===== config.mk =====
export PLATFORM = sky130hd
export DESIGN_NAME = abac_dev_flat
export DESIGN_NICKNAME = d
export VERILOG_FILES = /design/src/inc/abac_pkg.sv /design/src/inc/abac_if.sv /design/src/hdl/abac_dev.sv /design/src/flat_wrapper.sv
export VERILOG_INCLUDE_DIRS = /design/src /design/src/inc
export SDC_FILE = /design/constraint.sdc
export NUM_CORES = 1
export LEC_CHECK = 0
export ABC_AREA = 1
export BUFFER_PORTS_ARGS = -buffer_cell sky130_fd_sc_hd__buf_4
export CORE_MARGIN = 2
export CORE_UTILIZATION = 40
export CTS_BUF_LIST = sky130_fd_sc_hd__clkbuf_4 sky130_fd_sc_hd__clkbuf_8
export DETAILED_ROUTE_END_ITERATION = 8
export SYNTH_ARGS = -nofsm -noshare
export SYNTH_HDL_FRONTEND = slang
export SYNTH_SLANG_ARGS = --single-unit
export TNS_END_PERCENT = 5

===== constraint.sdc =====
create_clock -name hclk -period 6.15 [get_ports hclk]
set_input_delay 0.615 -clock hclk [delete_from_list [all_inputs] [get_ports hclk]]
set_output_delay 0.615 -clock hclk [all_outputs]
set_load 0.02 [all_outputs]

===== src/inc/abac_regs.svh =====
`ifndef ABAC_REGS_SVH
`define ABAC_REGS_SVH
//--------------------------------------------------------------
// Operation
//--------------------------------------------------------------
// Operation
// - no accumulate, no burst: keep latest result
// - accumulate on: sum results; software zeroes sum
// - accumulate enable is write-only, reads zero
// - justify field shifts or left-justifies reads
// - burst runs 1,4,8,16,32,64 conversions
// - software keeps repeat count zero outside burst
// - power-up register bits 7:4 read zero
// - no burst: power follows converter enable
// - burst, enable set: stay powered, start at once
// - burst, enable clear: sleep, wait power-up delay
// - power-up delay is (code+1) x 400 ns
// - track delay is (64-code) x 50 ns
// - delayed tracking adds three converter clocks
// - no track delay before first burst conversion
// - track register bits 7:6 read zero
// - result byte write loads accumulator byte
// - burst uses 20 MHz oscillator as converter source

//--------------------------------------------------------------
// register map
//--------------------------------------------------------------
`define ABAC_PAGE_MAIN     4'h0
`define ABAC_PAGE_BURST    4'hf
`define ABAC_ADDR_ACC_CFG  8'hba
`define ABAC_ADDR_PWR      8'hba
`define ABAC_ADDR_TRK      8'hbd
`define ABAC_ADDR_RES_LO   8'hbd
`define ABAC_ADDR_RES_HI   8'hbe
`define ABAC_ACC_CFG_RST   8'h00
`define ABAC_PWR_RST       4'h0
`define ABAC_TRK_RST       6'h16
`define ABAC_ACC_AE_BIT    6
`define ABAC_SJST_LSB      3
`define ABAC_RPT_LSB       0
`define ABAC_SJST_LEFT     3'h4
`define ABAC_LEFT_SHIFT    6

//--------------------------------------------------------------
// timing
//--------------------------------------------------------------
`define ABAC_CLK_MHZ       200
`define ABAC_PWR_UNIT_NS   400
`define ABAC_TRK_UNIT_NS   50
`define ABAC_OSC_MHZ       20
`define ABAC_PWR_UNIT_CYC  ((`ABAC_PWR_UNIT_NS * `ABAC_CLK_MHZ) / 1000)
`define ABAC_TRK_UNIT_CYC  ((`ABAC_TRK_UNIT_NS * `ABAC_CLK_MHZ) / 1000)
`define ABAC_OSC_DIV       (`ABAC_CLK_MHZ / `ABAC_OSC_MHZ)
`define ABAC_TRK_BASE      64
`define ABAC_XTRK_TICKS    3

//--------------------------------------------------------------
// controller registers on ahb
//--------------------------------------------------------------
`define ABAC_AHB_CMD       8'h00
`define ABAC_AHB_STAT      8'h04
`define ABAC_CMD_WR_BIT    24
`define ABAC_CMD_ADDR_LSB  0
`define ABAC_CMD_PAGE_LSB  8
`define ABAC_CMD_DATA_LSB  16
`endif


===== src/inc/abac_pkg.sv =====
package abac_pkg;
   typedef enum logic [4:0] {
      ABAC_S_IDLE  = 5'b00001,
      ABAC_S_PWRUP = 5'b00010,
      ABAC_S_TRACK = 5'b00100,
      ABAC_S_XTRK  = 5'b01000,
      ABAC_S_CONV  = 5'b10000
   } abac_state_t;

   typedef enum logic [2:0] {
      ABAC_H_IDLE  = 3'b001,
      ABAC_H_STRB  = 3'b010,
      ABAC_H_CAPT  = 3'b100
   } abac_hstate_t;

   typedef logic [7:0]  abac_byte_t;
   typedef logic [15:0] abac_acc_t;
endpackage


===== src/inc/abac_if.sv =====
interface abac_if;
   logic [3:0] sfr_page;
   logic [7:0] sfr_addr;
   logic       sfr_wr;
   logic       sfr_rd;
   logic [7:0] sfr_wdata;
   logic [7:0] sfr_rdata;

   modport dev (input sfr_page, input sfr_addr, input sfr_wr, input sfr_rd, input sfr_wdata, output sfr_rdata);
   modport ctl (output sfr_page, output sfr_addr, output sfr_wr, output sfr_rd, output sfr_wdata, input sfr_rdata);
endinterface


===== src/hdl/abac_dev.sv =====
// Our own choice: the AHB-Lite register port.
`include "abac_regs.svh"

module abac_dev #(
   parameter int RES_W   = 10,
   parameter int CNT_W   = 16
) (
   input  wire logic              hclk,
   input  wire logic              hresetn,
   abac_if.dev                    sfr,
   input  wire logic              burst_mode_enable,
   input  wire logic              converter_enable,
   input  wire logic              delayed_track_select,
   input  wire logic              conv_soc,
   input  wire logic              sar_tick,
   input  wire logic              core_done,
   input  wire logic [RES_W-1:0]  core_result,
   output logic                   core_start,
   output logic                   core_power,
   output logic                   core_osc_sel,
   output logic                   core_clk_tick
);
   import abac_pkg::*;

   //--------------------------------------------------------------
   // parameter checks
   //--------------------------------------------------------------
   if (RES_W != 10) begin : g_bad_res
      $error("result width must be 10");
   end
   // the delay function works through an int, so wider counters cannot be served
   if (CNT_W < 11 || CNT_W > 32) begin : g_bad_cnt
      $error("delay counter width out of range");
   end

   // delay in clock cycles minus one, for loading a down-counter
   function automatic logic [CNT_W-1:0] f_delay(input logic [6:0] units, input int unit_cyc);
      int prod;
      prod = int'(units) * unit_cyc - 1;
      return prod[CNT_W-1:0];
   endfunction

   // repeat field to conversion count; reserved codes run one
   function automatic logic [6:0] f_repeat(input logic [2:0] code);
      case (code)
         3'h1:    return 7'h04;
         3'h2:    return 7'h08;
         3'h3:    return 7'h10;
         3'h4:    return 7'h20;
         3'h5:    return 7'h40;
         default: return 7'h01;
      endcase
   endfunction

   //--------------------------------------------------------------
   // registers
   //--------------------------------------------------------------
   logic              acc_en_q;
   logic [2:0]        sjst_q;
   logic [2:0]        rpt_q;
   logic [3:0]        pwr_q;
   logic [5:0]        trk_q;
   abac_acc_t         acc_q;
   abac_acc_t         acc_d;
   abac_byte_t        rdata_q;
   abac_state_t       st_q;
   abac_state_t       st_d;
   logic [CNT_W-1:0]  cnt_q;
   logic [CNT_W-1:0]  cnt_d;
   logic [6:0]        done_q;
   logic [6:0]        done_d;
   logic [1:0]        xtr_q;
   logic [1:0]        xtr_d;
   logic              start_q;
   logic              start_d;
   logic [3:0]        osc_q;
   logic              tick_q;

   // address decode
   wire pg_main   = (sfr.sfr_page == `ABAC_PAGE_MAIN);
   wire pg_burst  = (sfr.sfr_page == `ABAC_PAGE_BURST);
   wire hit_cfg   = pg_main  && (sfr.sfr_addr == `ABAC_ADDR_ACC_CFG);
   wire hit_lo    = pg_main  && (sfr.sfr_addr == `ABAC_ADDR_RES_LO);
   wire hit_hi    = pg_main  && (sfr.sfr_addr == `ABAC_ADDR_RES_HI);
   wire hit_pwr   = pg_burst && (sfr.sfr_addr == `ABAC_ADDR_PWR);
   wire hit_trk   = pg_burst && (sfr.sfr_addr == `ABAC_ADDR_TRK);

   // justified view of the accumulator; reserved codes read unshifted
   wire       sjst_left = (sjst_q == `ABAC_SJST_LEFT);
   wire       sjst_rsv  = sjst_q[2] && !sjst_left;
   wire [1:0] rshift    = sjst_rsv ? 2'h0 : sjst_q[1:0];
   wire abac_acc_t fmt  = sjst_left ? (acc_q << `ABAC_LEFT_SHIFT) : (acc_q >> rshift);

   // read mux; accumulate enable and reserved bits read as zero
   wire abac_byte_t cfg_rd = {2'h0, sjst_q, rpt_q};
   wire abac_byte_t rd_mux = hit_cfg ? cfg_rd :
                             hit_lo  ? fmt[7:0] :
                             hit_hi  ? fmt[15:8] :
                             hit_pwr ? {4'h0, pwr_q} :
                             hit_trk ? {2'h0, trk_q} :
                             8'h00;
   assign sfr.sfr_rdata = rdata_q;

   // config write and read capture
   always_ff @(posedge hclk or negedge hresetn) begin
      if (!hresetn) begin
         acc_en_q <= 1'(`ABAC_ACC_CFG_RST >> `ABAC_ACC_AE_BIT);
         sjst_q   <= 3'(`ABAC_ACC_CFG_RST >> `ABAC_SJST_LSB);
         rpt_q    <= 3'(`ABAC_ACC_CFG_RST >> `ABAC_RPT_LSB);
         pwr_q    <= `ABAC_PWR_RST;
         trk_q    <= `ABAC_TRK_RST;
         rdata_q  <= 8'h00;
      end else begin
         if (sfr.sfr_rd) begin
            rdata_q <= rd_mux;
         end
         if (sfr.sfr_wr && hit_cfg) begin
            acc_en_q <= sfr.sfr_wdata[`ABAC_ACC_AE_BIT];
            sjst_q   <= sfr.sfr_wdata[`ABAC_SJST_LSB +: 3];
            rpt_q    <= sfr.sfr_wdata[`ABAC_RPT_LSB +: 3];
         end
         if (sfr.sfr_wr && hit_pwr) begin
            pwr_q <= sfr.sfr_wdata[3:0];  // upper bits dropped
         end
         if (sfr.sfr_wr && hit_trk) begin
            trk_q <= sfr.sfr_wdata[5:0];
         end
      end
   end

   //--------------------------------------------------------------
   // sequencer
   //--------------------------------------------------------------
   wire [6:0] n_total  = burst_mode_enable ? f_repeat(rpt_q) : 7'h01;
   wire [6:0] n_next   = done_q + 7'h01;
   wire       more     = burst_mode_enable && (n_next < n_total);
   wire [6:0] pwr_u    = {3'h0, pwr_q} + 7'h01;
   wire [6:0] trk_u    = 7'(`ABAC_TRK_BASE) - {1'b0, trk_q};
   wire       res_add  = core_done && (st_q == ABAC_S_CONV);
   wire abac_acc_t res_ext = {{(16 - RES_W){1'b0}}, core_result};

   // next state; first conversion goes to power-up wait, tracking extension or convert, with no track delay
   always_comb begin
      st_d    = st_q;
      cnt_d   = cnt_q;
      done_d  = done_q;
      xtr_d   = xtr_q;
      start_d = 1'b0;
      case (st_q)
         ABAC_S_IDLE: begin
            if (conv_soc && (converter_enable || burst_mode_enable)) begin
               done_d = 7'h00;
               xtr_d  = 2'h0;
               if (burst_mode_enable && !converter_enable) begin
                  st_d  = ABAC_S_PWRUP;
                  cnt_d = f_delay(pwr_u, `ABAC_PWR_UNIT_CYC);
               end else if (delayed_track_select) begin
                  st_d = ABAC_S_XTRK;
               end else begin
                  st_d    = ABAC_S_CONV;
                  start_d = 1'b1;
               end
            end
         end
         ABAC_S_PWRUP, ABAC_S_TRACK: begin
            if (cnt_q == '0) begin
               xtr_d = 2'h0;
               if (delayed_track_select) begin
                  st_d = ABAC_S_XTRK;
               end else begin
                  st_d    = ABAC_S_CONV;
                  start_d = 1'b1;
               end
            end else begin
               cnt_d = cnt_q - 1'b1;
            end
         end
         ABAC_S_XTRK: begin
            if (sar_tick) begin
               xtr_d = xtr_q + 2'h1;
               if (xtr_q == 2'(`ABAC_XTRK_TICKS - 1)) begin
                  st_d    = ABAC_S_CONV;
                  start_d = 1'b1;
               end
            end
         end
         ABAC_S_CONV: begin
            if (core_done) begin
               done_d = n_next;
               if (more) begin
                  st_d  = ABAC_S_TRACK;  // only between conversions
                  cnt_d = f_delay(trk_u, `ABAC_TRK_UNIT_CYC);
               end else begin
                  st_d = ABAC_S_IDLE;
               end
            end
         end
         default: st_d = ABAC_S_IDLE;
      endcase
   end

   // accumulator; a software byte write wins over a result in the same cycle for the byte it writes, the other byte takes the result
   always_comb begin
      acc_d = acc_q;
      if (res_add) begin
         if (burst_mode_enable || acc_en_q) begin
            acc_d = acc_q + res_ext;
         end else begin
            acc_d = res_ext;
         end
      end
      if (sfr.sfr_wr && hit_lo) begin
         acc_d[7:0] = sfr.sfr_wdata;
      end
      if (sfr.sfr_wr && hit_hi) begin
         acc_d[15:8] = sfr.sfr_wdata;
      end
   end

   // sequencer state
   always_ff @(posedge hclk or negedge hresetn) begin
      if (!hresetn) begin
         st_q    <= ABAC_S_IDLE;
         cnt_q   <= '0;
         done_q  <= 7'h00;
         xtr_q   <= 2'h0;
         start_q <= 1'b0;
         acc_q   <= 16'h0000;
      end else begin
         st_q    <= st_d;
         cnt_q   <= cnt_d;
         done_q  <= done_d;
         xtr_q   <= xtr_d;
         start_q <= start_d;
         acc_q   <= acc_d;
      end
   end

   //--------------------------------------------------------------
   // converter clock source and power
   //--------------------------------------------------------------
   // oscillator stand-in: a divider enable, since only one clock exists
   wire osc_wrap = (osc_q == 4'(`ABAC_OSC_DIV - 1));
   always_ff @(posedge hclk or negedge hresetn) begin
      if (!hresetn) begin
         osc_q  <= 4'h0;
         tick_q <= 1'b0;
      end else begin
         osc_q  <= osc_wrap ? 4'h0 : osc_q + 4'h1;
         tick_q <= burst_mode_enable ? osc_wrap : 1'b1;
      end
   end

   // power stays up while a burst is past its power-up wait, even with enable clear
   wire busy = (st_q != ABAC_S_IDLE) && (st_q != ABAC_S_PWRUP);
   assign core_power    = burst_mode_enable ? (converter_enable || busy) : converter_enable;
   assign core_osc_sel  = burst_mode_enable;
   assign core_clk_tick = tick_q;
   assign core_start    = start_q;
endmodule


===== src/flat_wrapper.sv =====
// flat-port wrapper written by rule: the top's interface ports become plain ports
module abac_dev_flat import abac_pkg::*;
#(
   parameter int RES_W   = 10,
   parameter int CNT_W   = 16
)
  (hclk, hresetn, burst_mode_enable, converter_enable, delayed_track_select, conv_soc, sar_tick, core_done, core_result, core_start, core_power, core_osc_sel, core_clk_tick, sfr_sfr_page, sfr_sfr_addr, sfr_sfr_wr, sfr_sfr_rd, sfr_sfr_wdata, sfr_sfr_rdata);
  abac_if sfr_i ();
  input  wire logic hclk;
  input  wire logic hresetn;
  input  wire logic burst_mode_enable;
  input  wire logic converter_enable;
  input  wire logic delayed_track_select;
  input  wire logic conv_soc;
  input  wire logic sar_tick;
  input  wire logic core_done;
  input  wire logic [RES_W-1:0] core_result;
  output logic core_start;
  output logic core_power;
  output logic core_osc_sel;
  output logic core_clk_tick;
  input wire logic [$bits(sfr_i.sfr_page)-1:0] sfr_sfr_page;
  input wire logic [$bits(sfr_i.sfr_addr)-1:0] sfr_sfr_addr;
  input wire logic [$bits(sfr_i.sfr_wr)-1:0] sfr_sfr_wr;
  input wire logic [$bits(sfr_i.sfr_rd)-1:0] sfr_sfr_rd;
  input wire logic [$bits(sfr_i.sfr_wdata)-1:0] sfr_sfr_wdata;
  output wire logic [$bits(sfr_i.sfr_rdata)-1:0] sfr_sfr_rdata;
  assign sfr_i.sfr_page = sfr_sfr_page;
  assign sfr_i.sfr_addr = sfr_sfr_addr;
  assign sfr_i.sfr_wr = sfr_sfr_wr;
  assign sfr_i.sfr_rd = sfr_sfr_rd;
  assign sfr_i.sfr_wdata = sfr_sfr_wdata;
  assign sfr_sfr_rdata = sfr_i.sfr_rdata;
  abac_dev #(.RES_W(RES_W), .CNT_W(CNT_W)) u_core (.hclk(hclk), .hresetn(hresetn), .sfr(sfr_i), .burst_mode_enable(burst_mode_enable), .converter_enable(converter_enable), .delayed_track_select(delayed_track_select), .conv_soc(conv_soc), .sar_tick(sar_tick), .core_done(core_done), .core_result(core_result), .core_start(core_start), .core_power(core_power), .core_osc_sel(core_osc_sel), .core_clk_tick(core_clk_tick));
endmodule

==> results.cfg <==
[run_status]
outcome = finished, final reports clean

[pwr]
p_total_mw = 2.27
powerDensity_nw_per_um2 = 307
internal_power_mw = 1.23
seq_power_share_pct = 32.7
power_frac_clock_pct = 19.8
leakagePower_nw = 3.86
p_sw_mw = 1.04
combPwrFrac_pct = 47.5
power.share.switching_pct = 45.7
vdd_drop_max_mv = 0.147

[placed_design]
dp_cells = 1262
place.gp.congestion = 0.922
dp_hpwl_microns = 14700
portBuffers = 51

[timing]
hold_viol = 0
slew_headroom_pct = 40.8
rsz0062_at_grt = no
fin_crit_ns = 3.20
fmax_mhz = 312
finalHoldWorstSlack_ns = 0.0988
tns_ns = 0
slew_violations = 0
setup_viol = 0
finClkSkew_ns = 0.0223
worstMarginPinSlew_ns = 0.885
fin_crit_sh_pct = 52.1

[drt]
vias = 6553
routed_wirelength_microns = 18600
antenna_left = 0
wl_per_cell_microns = 14.6
drt_first_pass_iters = 5
routed_via_density = 5.13
drt-initial-drc-count = 392
drc = 0

[clock_network]
cts.clk_slew.worst_paths_ns = 0.09
cts_resized = 0
cts_buffers = 9
insertion_delay_ns = 0.39
ctsHoldBuffers = 0
cts_tree = done
cts.path.max_buffers = 2
cts-root-buf = clkbuf_8
cts.sinks = 77
postCtsSetupBuffers = 0
cts.htree.levels = 3

[synthesis]
synthArstFlopShare_pct = 100
synth_fa_ha_area_share_pct = 7.53
synth.yosys.warnings = 0
ys_ff_latch = 77
synth_nets = 1088
synthMuxAreaShare_pct = 0
synth_area_leader_cell = dfrtp_1
synth.cell_area_sq_um = 6610
synth-seq-area-share_pct = 29.2
yosys.area_share.simple_pct = 35.5
synth-compound-area-share_pct = 15.1
synth-xor-area-share_pct = 3.05
yosysTopAreaCellShare_pct = 27.6
synth_ff_type = dfrtp_1
synth_edf_count = 0
ys_types = 44
synth_top_family_by_area = simple AND/OR/NAND/NOR gates
synthTopCellsByArea = dfrtp_1 28%, nand2_1 16%, nand3_1 8.6%, inv_1 7.5%, ha_1 6.6%
postSynthAreaPerCell_sq_um = 6.55
syn_inst = 1010

[die]
rows = 47
ios = 52
die_x_microns = 133
die_area_sq_um = 17600
core-area_sq_um = 16300
die_h_microns = 133
start_util_pct = 40.4

[critical_path]
cp_top_family = simple AND/OR/NAND/NOR gates
crit_required_ns = 6.42
path_cells = ha_1 -> nand3_1 -> nor2_1 -> nand2_1 -> xor2_1 -> inv_1 -> ha_1 -> nand2_1 -> nor2_1 -> a211oi_1 -> nand3_1 -> nand2_1 -> nand2_2 -> nand2_1 -> nand2_1
timing.critical_path.buf_inv = 1
crit_top_cell = nand2_1
cpPeakStageDelay_ns = 0.48
slowest_stage = nand2_1
endpoint_kind = flop
crit_type = flop to flop
path_max_fanout = 18
cp.arrival_ns = 3.47
worstSetupStartpointType = flop

[global_route]
grt-ovfl-total = 0
grt_pass1_vias = 6314
track_usage_pct = 22.1
grt_antenna_before_repair = 0
grt_max_degree = 59
grt_pass1_wl_microns = 31600

[finish]
drive_above_1_share_pct = 10.0
area_growth_pct = 12.0
antenna_cells = 0
layout.cells.non_filler = 1278
layout.nets = 1131
utilization_pct = 45.3

[run]
drv_cap = 0

[worst_hold_path]
min_path_type = input pin to asynchronous set/reset pin
[worst paths after layout]
check / slack (ns) / from / end / depth (start not counted)
setup / recovery: 2.95 / u_core.done_q[0] / u_core.cnt_q[14] / 15
hold / removal: 0.1 / hresetn / u_core.cnt_q[4] / 1
setup reg to reg: 2.95 / u_core.done_q[0] / u_core.cnt_q[14] / 15
hold reg to reg: 0.49 / u_core.sfr.sfr_rdata[1] / u_core.sfr.sfr_rdata[1] / 2
max in group asynchronous: 4.99 / hresetn / u_core.sfr.sfr_rdata[5] / 2
min in group hclk: 0.45 / core_done / u_core.st_q[4] / 2
[state kept, by name (all words and copies together) (netlist names), 2 cells and up]
register / flops
u_core.osc_q: 4
u_core.st_q: 5
u_core.trk_q: 6
u_core.acc_q: 16
u_core.cnt_q: 16
u_core.sfr.sfr_rdata: 8
u_core.sjst_q: 3
u_core.done_q: 7
u_core.rpt_q: 3
u_core.pwr_q: 4
u_core.xtr_q: 2
[cells in the mapped netlist (3+ instances only)]
library cell / n
a21oi_1: 45
buf_2: 11
clkbuf_1: 7
dfrtp_1: 73
dfstp_2: 4
fa_1: 3
ha_1: 35
inv_1: 132
inv_2: 8
nand2_1: 274
nand3_1: 113
nand4_1: 16
nor2_1: 104
nor2_4: 4
nor3_1: 11
o211ai_1: 25
o21ai_0: 50
o21ai_1: 14
o21bai_1: 6
o221ai_1: 4
o22ai_1: 14
or2_2: 5
xnor2_1: 8
xor2_1: 15
[per-stage QoR]
step | instance area (sq um) | setup WS [ns]
2_1_floorplan | 6610 | 3.29
3_3_place_gp | 7180 | 3.09
5_1_grt | 7400 | 2.59
4_1_cts | 7400 | 2.98
6_report | 7400 | 2.95
3_5_place_dp | 7180 | 2.99
[power groups by stage]
stage	registers [mW]	logic, mW	clock network (mW)
6_report	0.743	1.08	0.450
5_1_grt	0.756	1.25	0.477
4_1_cts	0.740	1.08	0.459
3_5_place_dp	0.749	1.08	0
3_3_place_gp	0.749	1.08	0
2_1_floorplan	0.712	0.852	0
[worst reg2reg max path, cell delays in order (launching register included)]
cell      delay, ns
dfrtp_1        0.43
ha_1           0.24
nand3_1        0.12
nor2_1         0.06
nand2_1        0.06
xor2_1         0.17
inv_1          0.06
ha_1           0.31
nand2_1        0.10
nor2_1         0.06
a211oi_1       0.27
nand3_1        0.16
nand2_1        0.48
nand2_2        0.36
nand2_1        0.16
nand2_1        0.06
[area by class of cell]
cell class	count	area [sq um]
Multi-Input combinational cell	771	4050
Fill cell	1785	8940
Clock inverter	7	98.8
Inverter	141	531
Timing Repair Buffer	53	398
Sequential cell	77	1930
Clock buffer	9	124
Tap cell	220	275
[metal layers]
metal / GRT usage, % / up-vias / wire length [microns]
met5: 0 / - / 0
met4: 8.60 / 0 / 590
met3: 3.33 / 38 / 499
met2: 37.6 / 108 / 9110
met1: 28.2 / 2988 / 8440
li1: - / 3419 / -
[cell usage in the layout (no fill, tap or decap), types with 5 or more instances in the layout]
cell type / count
a21oi_1: 45
buf_4: 53
clkbuf_8: 9
dfrtp_1: 73
ha_1: 35
inv_1: 132
inv_2: 8
nand2_1: 274
nand3_1: 113
nand4_1: 16
nor2_1: 104
nor3_1: 11
o211ai_1: 25
o21ai_0: 50
o21ai_1: 13
o21bai_1: 6
o22ai_1: 14
or2_2: 5
xnor2_1: 8
xor2_1: 15
[logic make-up after synthesis]
logic type,count (synthesis)
adders and majority gates,38
xor gates and xnor gates,23
AOI/OAI and AO/OA,169
buffers and inverters,162
and+or+nand+nor,541
DFF,77
Power figures use the tool's default switching activity.
